$ cat config.mk
export PLATFORM = sky130hd
export DESIGN_NAME = idp_ports
export DESIGN_NICKNAME = d
export VERILOG_FILES = /design/src/hdl/idp_pkg.sv /design/src/hdl/idp_ports.sv
export SDC_FILE = /design/constraint.sdc
export NUM_CORES = 1
export LEC_CHECK = 0
export BUFFER_PORTS_ARGS = -buffer_cell sky130_fd_sc_hd__buf_2
export CAP_MARGIN = 20
export CORE_MARGIN = 2
export CORE_UTILIZATION = 44
export DETAILED_ROUTE_END_ITERATION = 8
export PLACE_DENSITY = 0.85
export SETUP_SLACK_MARGIN = 0.1
export SYNTH_ARGS = -nofsm -noshare
export SYNTH_HDL_FRONTEND = slang
export SYNTH_SLANG_ARGS = --single-unit
$ cat constraint.sdc
create_clock -name clk -period 2.45 [get_ports clk]
set_clock_uncertainty 0.15 [all_clocks]
set_input_delay 0 -clock clk [delete_from_list [all_inputs] [get_ports clk]]
set_output_delay 0 -clock clk [all_outputs]
set_load 0.1 [all_outputs]
$ cat src/hdl/idp_pkg.sv
// constants for the instrument digital i/o ports block
`default_nettype none
package idp_pkg;

  ////////////////////////////////////////////////////////////////////////////////
  // register indices; byte address on the bus is four times the index
  localparam logic [9:0] IDX_CTRL_PORT = 10'h321; // remote inputs (rd) / spare outputs (wr)
  localparam logic [9:0] IDX_INT_PORT = 10'h322; // internal inputs (rd) / internal outputs (wr)
  localparam logic [9:0] IDX_ALM_PORT = 10'h325; // spare inputs (rd) / alarm outputs (wr)
  localparam logic [9:0] IDX_IRQ_STATUS = 10'h330; // sticky events, write one to clear
  localparam logic [9:0] IDX_IRQ_MASK = 10'h331; // interrupt enables, same layout
  localparam logic [9:0] IDX_CONFIG = 10'h332; // block configuration

  ////////////////////////////////////////////////////////////////////////////////
  // internal input port fields
  localparam int SYNC_OK_BIT = 0; // sync health flag

  // internal output port fields
  localparam int SELF_TEST_BIT = 0; // electrical self-test
  localparam int DARK_CAL_BIT = 1; // dark calibration
  localparam int PERIPH_RST_BIT = 6; // two-wire peripherals held in reset
  localparam int CTRL_RST_N_BIT = 7; // bus controller reset, active low

  // remote control input port fields
  localparam int ZERO_REQ_BIT = 0; // zero calibration request, low = enter
  localparam int SPAN_REQ_BIT = 1; // span calibration request, low = enter
  localparam int RANGE_SEL_BIT = 2; // range select, low = high range
  localparam logic [1:0] INPUT_TOP_ONES = 2'h3; // bits 6..7 of the control and spare input ports read one

  // alarm output port fields
  localparam int HEALTHY_BIT = 4; // system healthy
  localparam int LIMIT1_BIT = 5; // limit 1 alarm or upper range
  localparam int LIMIT2_BIT = 6; // limit 2 alarm

  // interrupt event fields
  localparam int EV_SYNC_LOST = 0; // sync flag fell
  localparam int EV_ZERO_REQ = 1; // zero request asserted
  localparam int EV_SPAN_REQ = 2; // span request asserted
  localparam int EV_WIDTH = 3; // number of events

  // configuration fields
  localparam int CFG_RANGE_MODE_BIT = 0; // 1: bit 5 reports range

  ////////////////////////////////////////////////////////////////////////////////
  // reset values
  localparam logic [7:0] INT_OUT_RESET = 8'h80; // controller out of reset, all else off
  localparam logic [7:0] CTRL_OUT_RESET = 8'h00; // spare outputs low
  localparam logic [7:0] ALM_OUT_RESET = 8'h00; // not healthy until software says so
  localparam logic [2:0] IRQ_MASK_RESET = 3'h0; // all interrupts masked

  // ahb-lite encodings
  localparam logic [1:0] HTRANS_NONSEQ = 2'h2; // htrans[1] marks a real transfer
  localparam logic HRESP_OKAY = 1'b0; // only response ever given

endpackage : idp_pkg
`default_nettype wire

$ cat src/hdl/idp_ports.sv
// byte-wide digital i/o ports of the instrument, ahb-lite register slave
//
// Contract
// - internal input bit 0 reports sync health
// - writes to internal port latch eight outputs; only bits 0, 1, 6 and 7 drive outputs here
// - internal bit 0 drives electrical self-test
// - internal bit 1 enables dark calibration
// - internal bit 6 holds peripherals in reset
// - internal bit 7 is controller reset, low
// - control inputs on bits 0-5, 6-7 one
// - second input port spare, top bits one
// - control output port holds eight spare bits
// - alarm port: spares 0-3, alarms 4-7; bit 7 drives no output here
// - bit 4 high only while system healthy
// - bit 5 reports limit 1 alarm
// - alternative mode: bit 5 reports range
// - bit 6 reports limit 2 alarm
//
// Design decision made here: the AHB-Lite interface to the registers.
`default_nettype none
module idp_ports (
  input wire logic clk, // 125 mhz system clock
  input wire logic reset_n, // asynchronous reset, active low
  input wire logic hsel, // slave select
  input wire logic [31:0] haddr, // byte address
  input wire logic [1:0] htrans, // transfer type
  input wire logic hwrite, // write when high
  input wire logic [2:0] hsize, // transfer size, word only
  input wire logic [31:0] hwdata, // write data
  input wire logic hready, // bus ready
  output logic hreadyout, // slave ready
  output logic hresp, // response, always okay
  output logic [31:0] hrdata, // read data
  input wire logic sync_ok_in, // sync health, high when good
  input wire logic remote_zero_request_n, // zero calibration request
  input wire logic remote_span_request_n, // span calibration request
  input wire logic remote_range_select, // range select contact
  input wire logic [2:0] remote_spare_in, // spare contacts, bits 3..5
  input wire logic [5:0] spare_control_in, // spare contacts of second port
  output logic electrical_self_test, // self-test enable
  output logic dark_calibration, // dark calibration enable
  output logic peripheral_reset, // two-wire peripherals reset
  output logic bus_controller_reset_n, // bus controller reset, active low
  output logic [7:0] spare_control_out, // spare outputs
  output logic system_healthy_out, // high while healthy
  output logic concentration_limit1_alarm, // limit 1 exceeded
  output logic upper_range_active, // high auto-range in use
  output logic concentration_limit2_alarm, // limit 2 exceeded
  output logic irq // level interrupt
);

  ////////////////////////////////////////////////////////////////////////////////
  // bus decode

  logic addr_ok; // address phase hits a word inside the index window
  logic accept; // transfer taken this edge
  logic [9:0] aidx; // index of address phase
  logic wr_pend_r; // write in data phase
  logic [9:0] widx_r; // index of pending write

  assign addr_ok = (haddr[31:12] == 20'h00000) && (haddr[1:0] == 2'h0);
  assign aidx = haddr[11:2];
  assign accept = hsel && htrans[1] && hready;

  // data phase tracking; hsize is not checked since only words are issued
  always_ff @(posedge clk or negedge reset_n) begin
    if (!reset_n) begin
      wr_pend_r <= 1'b0;
      widx_r <= 10'h000;
    end else begin
      wr_pend_r <= accept && hwrite && addr_ok;
      widx_r <= aidx;
    end
  end

  // zero wait states and okay answers only
  always_ff @(posedge clk or negedge reset_n) begin
    if (!reset_n) begin
      hreadyout <= 1'b1;
      hresp <= idp_pkg::HRESP_OKAY;
    end else begin
      hreadyout <= 1'b1;
      hresp <= idp_pkg::HRESP_OKAY;
    end
  end

  logic wr_ctrl; // write hits control output port
  logic wr_int; // write hits internal output port
  logic wr_alm; // write hits alarm output port
  logic wr_stat; // write hits status
  logic wr_mask; // write hits mask
  logic wr_cfg; // write hits configuration

  assign wr_ctrl = wr_pend_r && (widx_r == idp_pkg::IDX_CTRL_PORT);
  assign wr_int = wr_pend_r && (widx_r == idp_pkg::IDX_INT_PORT);
  assign wr_alm = wr_pend_r && (widx_r == idp_pkg::IDX_ALM_PORT);
  assign wr_stat = wr_pend_r && (widx_r == idp_pkg::IDX_IRQ_STATUS);
  assign wr_mask = wr_pend_r && (widx_r == idp_pkg::IDX_IRQ_MASK);
  assign wr_cfg = wr_pend_r && (widx_r == idp_pkg::IDX_CONFIG);

  ////////////////////////////////////////////////////////////////////////////////
  // input capture

  logic sync_q; // sync flag, registered
  logic [5:0] ctl_q; // remote contacts, registered
  logic [5:0] spare_q; // second port contacts, registered
  logic sync_d; // previous sync flag
  logic zero_d; // previous zero request level
  logic span_d; // previous span request level

  // register the contacts once so reads and edge detection see one value
  always_ff @(posedge clk or negedge reset_n) begin
    if (!reset_n) begin
      sync_q <= 1'b1;
      ctl_q <= 6'h3F;
      spare_q <= 6'h3F;
    end else begin
      sync_q <= sync_ok_in;
      ctl_q <= {remote_spare_in, remote_range_select,
                remote_span_request_n, remote_zero_request_n};
      spare_q <= spare_control_in;
    end
  end

  // previous levels for event edges
  always_ff @(posedge clk or negedge reset_n) begin
    if (!reset_n) begin
      sync_d <= 1'b1;
      zero_d <= 1'b1;
      span_d <= 1'b1;
    end else begin
      sync_d <= sync_q;
      zero_d <= ctl_q[idp_pkg::ZERO_REQ_BIT];
      span_d <= ctl_q[idp_pkg::SPAN_REQ_BIT];
    end
  end

  ////////////////////////////////////////////////////////////////////////////////
  // output latches

  logic [7:0] int_out_r; // internal output latch
  logic [7:0] ctrl_out_r; // spare control output latch
  logic [7:0] alm_out_r; // alarm output latch, spares stored only
  logic [7:0] alm_nxt; // next alarm latch
  logic mode_r; // bit 5 reports range when set
  logic mode_nxt; // next mode

  // internal output port; read traffic never reaches it
  always_ff @(posedge clk or negedge reset_n) begin
    if (!reset_n) begin
      int_out_r <= idp_pkg::INT_OUT_RESET;
    end else if (wr_int) begin
      int_out_r <= hwdata[7:0];
    end
  end

  assign electrical_self_test = int_out_r[idp_pkg::SELF_TEST_BIT];
  assign dark_calibration = int_out_r[idp_pkg::DARK_CAL_BIT];
  assign peripheral_reset = int_out_r[idp_pkg::PERIPH_RST_BIT];
  assign bus_controller_reset_n = int_out_r[idp_pkg::CTRL_RST_N_BIT];

  // spare control outputs, no function assigned
  always_ff @(posedge clk or negedge reset_n) begin
    if (!reset_n) begin
      ctrl_out_r <= idp_pkg::CTRL_OUT_RESET;
    end else if (wr_ctrl) begin
      ctrl_out_r <= hwdata[7:0];
    end
  end

  assign spare_control_out = ctrl_out_r;

  // next values so the bit 5 steering flops follow in the same edge
  always_comb begin
    alm_nxt = wr_alm ? hwdata[7:0] : alm_out_r;
    mode_nxt = wr_cfg ? hwdata[idp_pkg::CFG_RANGE_MODE_BIT] : mode_r;
  end

  always_ff @(posedge clk or negedge reset_n) begin
    if (!reset_n) begin
      alm_out_r <= idp_pkg::ALM_OUT_RESET;
      mode_r <= 1'b0;
    end else begin
      alm_out_r <= alm_nxt;
      mode_r <= mode_nxt;
    end
  end

  // bit 5 goes to one of two outputs; the other is held low so a stale
  // alarm never shows after the mode changes
  logic limit1_r; // limit 1 alarm flop
  logic range_r; // upper range flop

  always_ff @(posedge clk or negedge reset_n) begin
    if (!reset_n) begin
      limit1_r <= 1'b0;
      range_r <= 1'b0;
    end else begin
      limit1_r <= alm_nxt[idp_pkg::LIMIT1_BIT] & ~mode_nxt;
      range_r <= alm_nxt[idp_pkg::LIMIT1_BIT] & mode_nxt;
    end
  end

  assign system_healthy_out = alm_out_r[idp_pkg::HEALTHY_BIT];
  assign concentration_limit1_alarm = limit1_r;
  assign upper_range_active = range_r;
  assign concentration_limit2_alarm = alm_out_r[idp_pkg::LIMIT2_BIT];

  ////////////////////////////////////////////////////////////////////////////////
  // interrupts

  logic [idp_pkg::EV_WIDTH-1:0] ev; // one-cycle events
  logic [idp_pkg::EV_WIDTH-1:0] stat_r; // sticky status
  logic [idp_pkg::EV_WIDTH-1:0] mask_r; // interrupt enables
  logic irq_r; // interrupt flop

  assign ev[idp_pkg::EV_SYNC_LOST] = sync_d & ~sync_q;
  assign ev[idp_pkg::EV_ZERO_REQ] = zero_d & ~ctl_q[idp_pkg::ZERO_REQ_BIT];
  assign ev[idp_pkg::EV_SPAN_REQ] = span_d & ~ctl_q[idp_pkg::SPAN_REQ_BIT];

  // one generate per event bit; a set in the clearing cycle wins
  genvar gi;
  generate
    for (gi = 0; gi < idp_pkg::EV_WIDTH; gi++) begin : g_stat
      always_ff @(posedge clk or negedge reset_n) begin
        if (!reset_n) begin
          stat_r[gi] <= 1'b0;
        end else if (ev[gi]) begin
          stat_r[gi] <= 1'b1;
        end else if (wr_stat && hwdata[gi]) begin
          stat_r[gi] <= 1'b0;
        end
      end
    end
  endgenerate

  always_ff @(posedge clk or negedge reset_n) begin
    if (!reset_n) begin
      mask_r <= idp_pkg::IRQ_MASK_RESET;
    end else if (wr_mask) begin
      mask_r <= hwdata[idp_pkg::EV_WIDTH-1:0];
    end
  end

  // one cycle behind the status bits, kept a flop for a clean output
  always_ff @(posedge clk or negedge reset_n) begin
    if (!reset_n) begin
      irq_r <= 1'b0;
    end else begin
      irq_r <= |(stat_r & mask_r);
    end
  end

  assign irq = irq_r;

  ////////////////////////////////////////////////////////////////////////////////
  // read data

  logic [31:0] rd_val; // value for the address being read

  // reads see input ports only at shared addresses; unmapped reads zero
  always_comb begin
    rd_val = 32'h00000000;
    if (addr_ok) begin
      unique case (aidx)
        idp_pkg::IDX_CTRL_PORT: rd_val[7:0] = {idp_pkg::INPUT_TOP_ONES, ctl_q};
        idp_pkg::IDX_INT_PORT: rd_val[idp_pkg::SYNC_OK_BIT] = sync_q;
        idp_pkg::IDX_ALM_PORT: rd_val[7:0] = {idp_pkg::INPUT_TOP_ONES, spare_q};
        idp_pkg::IDX_IRQ_STATUS: rd_val[idp_pkg::EV_WIDTH-1:0] = stat_r;
        idp_pkg::IDX_IRQ_MASK: rd_val[idp_pkg::EV_WIDTH-1:0] = mask_r;
        idp_pkg::IDX_CONFIG: rd_val[idp_pkg::CFG_RANGE_MODE_BIT] = mode_r;
        default: rd_val = 32'h00000000;
      endcase
    end
  end

  // sampled at the address phase; the data phase then shows it from a flop
  always_ff @(posedge clk or negedge reset_n) begin
    if (!reset_n) begin
      hrdata <= 32'h00000000;
    end else if (accept && !hwrite) begin
      hrdata <= rd_val;
    end
  end
endmodule : idp_ports
`default_nettype wire

==> impl.org <==
** Clocking
- In this run the post-CTS setup repair buffer count came out at 0.
- Depth of the CTS H-tree :: 3
- Clock tree synthesis found a total of 59 sinks.
- TritonCTS built the clock tree.
- Clock latency at the later pin of the worst-skew pair :: 330 ps
- Clock-pin slew was measured on the worst setup and hold paths at 60 ps.
- Clock Root Buffer :: clkbuf_8
- Counting along the longest clock path gives a buffer depth of 2.
- Number of buffers created by CTS :: 9

** Worst setup path
- STA classifies the critical path startpoint as a register.
- WP data required :: 2510 ps
- Setup slack of the most critical reg-to-reg path :: 440 ps
- Endpoint kind of the worst setup timing path :: register
- Critical Path Sink :: spare_control_out[6]
- Category of the critical setup timing path :: register to register
- Worst r2r dst :: spare_control_out[6]
- For the worst flop-to-flop path, the logic depth is 4.
- For the worst setup path, the data arrival time is 2070 ps.
- Largest driver fanout on the critical path :: 8
- The critical path starts at widx_r[6].
- The worst register-to-register path begins at widx_r[6].

** Yosys
- The mapped netlist covers 2510 sq um.
- In this run, synthesis produced a sequential element count of 59.
- During synthesis, Yosys emitted a total of 0 warnings.
- Number of standard cells after synthesis :: 193
- Of the synthesized area, sequential elements account for 0.597.
- Avg Inst Size Synth :: 13.0 sq um
- Synth cell types :: 34

** Drt
- The routed layout has 1,910 vias.
- The first detailed-routing pass ran for 5 iterations.
- The count of nets left with antenna violations once routing finished came out at 0.
- For this run, design rule violations remaining after detail routing come to 0.
- Using the TritonRoute via totals, the vias-per-cell ratio works out to 4.81.
- 1st-iter DRT viols :: 45
- Detailed Route WL :: 5300 um
- After detailed routing, the average wire length per cell comes to 13.4 um.

** STA
- Setup repair after global routing left no endpoint under its margin.
- Worst slack on hold paths :: 113 ps
- The clock period could shrink to 2010 ps.
- Max Slew Vio Count :: 0
- Setup violations remaining at the end of the flow were counted as 0.
- For the pin with the worst max-slew slack, the measured transition is 687 ps.
- In this run the tightest slew margin relative to its limit is 0.542.
- Part of the cycle the worst path needs :: 0.819
- Final-report hold violation count :: 0
- Derived from the worst setup path, the maximum achievable clock frequency is 0.499 GHz.
- Final TNS setup :: 0 ps

** Floorplanning
- After floorplanning, the core was sized to cover 5510 sq um.
- The die covers 6320 sq um.
- Effective utilization at floorplan :: 0.456
- Ports placed on the boundary :: 138
- From bottom edge to top edge, the die measures 79.5 um.
- Row generation in the floorplan step produced 27 rows.
- In this run the horizontal extent of the chip is 79.5 um.

** GRT
- The initial antenna violation count is 0.
- Pin count of the biggest net entering global routing :: 60
- The via count of the first global-routing pass is 1,965.
- Global-route wire length before repair :: 8950 um
- After global routing the overflow that remains totals 0.
- Overall Global Routing Usage :: 0.185

** Finish
- Antenna Diode Count :: 0
- The final layout contains 407 nets.
- Compared with the post-synthesis result, the final layout area differs by 37.5%.
- For this run, the number of standard cells in the final layout without fillers is 397.
- Fraction of layout instances using a drive strength above 1 :: 0.437

** Outcome
- The flow ran to the end, and the final reports show no timing, DRC or antenna violations.

** Place
- Detailed placement finished with a half-perimeter wire length of 3520 um.
- Number of placed instances, taps included :: 344
- Number of port buffers :: 83
- RePlAce Congestion :: 0.781

** Power
- IR analysis of the VDD net gives a maximum drop of 426 uV.
- Leakage :: 1.70 nW
- For this design the ratio of total power to cell area is 633 nW/um^2.

** Worst hold path
- Class of the tightest hold or removal check :: primary input to register
- In this run the most critical hold path is launched from haddr[16].

** Flow run
- Max-cap violations in this run came to 0.
## where the power goes
group	switching, W	internal [W]	total, W
Combinational	0.000277	0.0000992	0.000376
Clock	0.000357	0.000420	0.000777
Sequential	0.0000165	0.00102	0.00103
## timing repair
| item | in CTS | in global routing |
|---|---|---|
| hold buffers | 37 | 0 |
| gates resized for setup | 0 | 0 |
| hold endpoints to repair | 97 | 0 |
## final cells by class
cell class              instances  area [sq um]
clock inverters                 2          10.0
repair buffers                123           808
clock buffers                  14           163
multi-input cells             120           855
flip-flops and latches         59          1500
inverters                       7          26.3
fillers                       440          2060
well taps                      72          90.1
## cell usage after synthesis
library cell	n	area, sq um
a21oi_1	3	15.0
a222oi_1	1	10.0
a22o_1	5	43.8
a32oi_1	1	8.76
and2_0	1	6.26
and2_1	2	12.5
and3_1	2	12.5
and4b_1	1	10.0
buf_2	2	10.0
buf_4	27	203
clkbuf_1	2	7.51
conb_1	2	7.51
dfrtp_1	42	1050
dfstp_2	17	447
inv_1	7	26.3
mux2_2	21	236
mux2i_1	6	60.1
nand2_1	10	37.5
nand3b_1	1	7.51
nand4_1	8	50.1
nand4b_1	1	8.76
nand4b_2	1	15.0
nand4bb_1	1	11.3
nor2_1	4	15.0
nor2b_1	4	25.0
nor3_1	3	15.0
nor4_1	1	6.26
nor4_2	4	50.1
nor4b_1	2	17.5
nor4bb_1	2	20.0
o21ai_0	3	15.0
o31ai_1	3	22.5
o41ai_1	2	17.5
or4_1	1	7.51
## stage by stage
| stage | area, sq um | setup WS (ps) | util | power [W] |
|---|---|---|---|---|
| 3_3_place_gp | 2910 | 537 | 0.528 | 0.00137 |
| 5_1_grt | 3450 | 287 | 0.626 | 0.00228 |
| 4_1_cts | 3450 | 435 | 0.626 | 0.00220 |
| 6_report | 3450 | 444 | 0.626 | 0.00218 |
| 3_5_place_dp | 2910 | 443 | 0.528 | 0.00138 |
| 2_1_floorplan | 2600 | 492 | - | 0.00132 |
## logic make-up after synthesis
| kind of cell | count (synthesis) | share of synthesized area |
|---|---|---|
| AO/OA/AOI/OAI | 18 | 0.0529 |
| buffers and inverters | 38 | 0.0983 |
| flip-flops | 59 | 0.597 |
| multiplexers | 27 | 0.118 |
| other | 2 | 0.00299 |
| AND/OR/NAND/NOR | 49 | 0.131 |
## state kept, by name, indices dropped and copies added, names as in the netlist, 3 cells and up
register,count
spare_q,6
int_out_r,4
mask_r,3
widx_r,10
spare_control_out,8
hrdata,7
alm_out_r,3
ctl_q,6
stat_r,3
## placed cells by master, fill, tap and decap left out, drive strengths merged, types with 2 or more instances in the layout
master       instances
conb                26
o21ai                3
a22o                 5
mux2i                6
nand4b               2
buf                 86
nand4                8
nor3                 3
o41ai                2
nor2                 4
dfrtp               42
nor2b                4
o31ai                3
inv                  7
dfstp               17
clkbuf              14
dlygate4sd3         37
nand2               10
a21oi                3
and3                 2
and2                 3
nor4b                2
clkinv               2
nor4                 5
nor4bb               2
mux2                21
## critical path, stage by stage (launching register included)
cell	delay, ps
dfrtp_1	380
nand4bb_1	250
nor3_1	240
and4b_1	480
mux2_2	390
## worst min path at each step
stage,endpoint,slack [ps],cells past startpoint
2_1_floorplan,alm_out_r[4],-450,0
3_3_place_gp,ctl_q[3],-50,1
3_5_place_dp,ctl_q[2],-40,1
4_1_cts,hrdata[4],80,5
5_1_grt,ctl_q[2],150,2
6_report,hrdata[4],110,5
## routing by layer
layer  GRT usage  share of wire
met1       0.217           0.41
met2       0.312           0.50
met3      0.0430          0.069
met4       0.105          0.020
met5           0              0
Note: power is estimated with default switching activity, not from simulation.
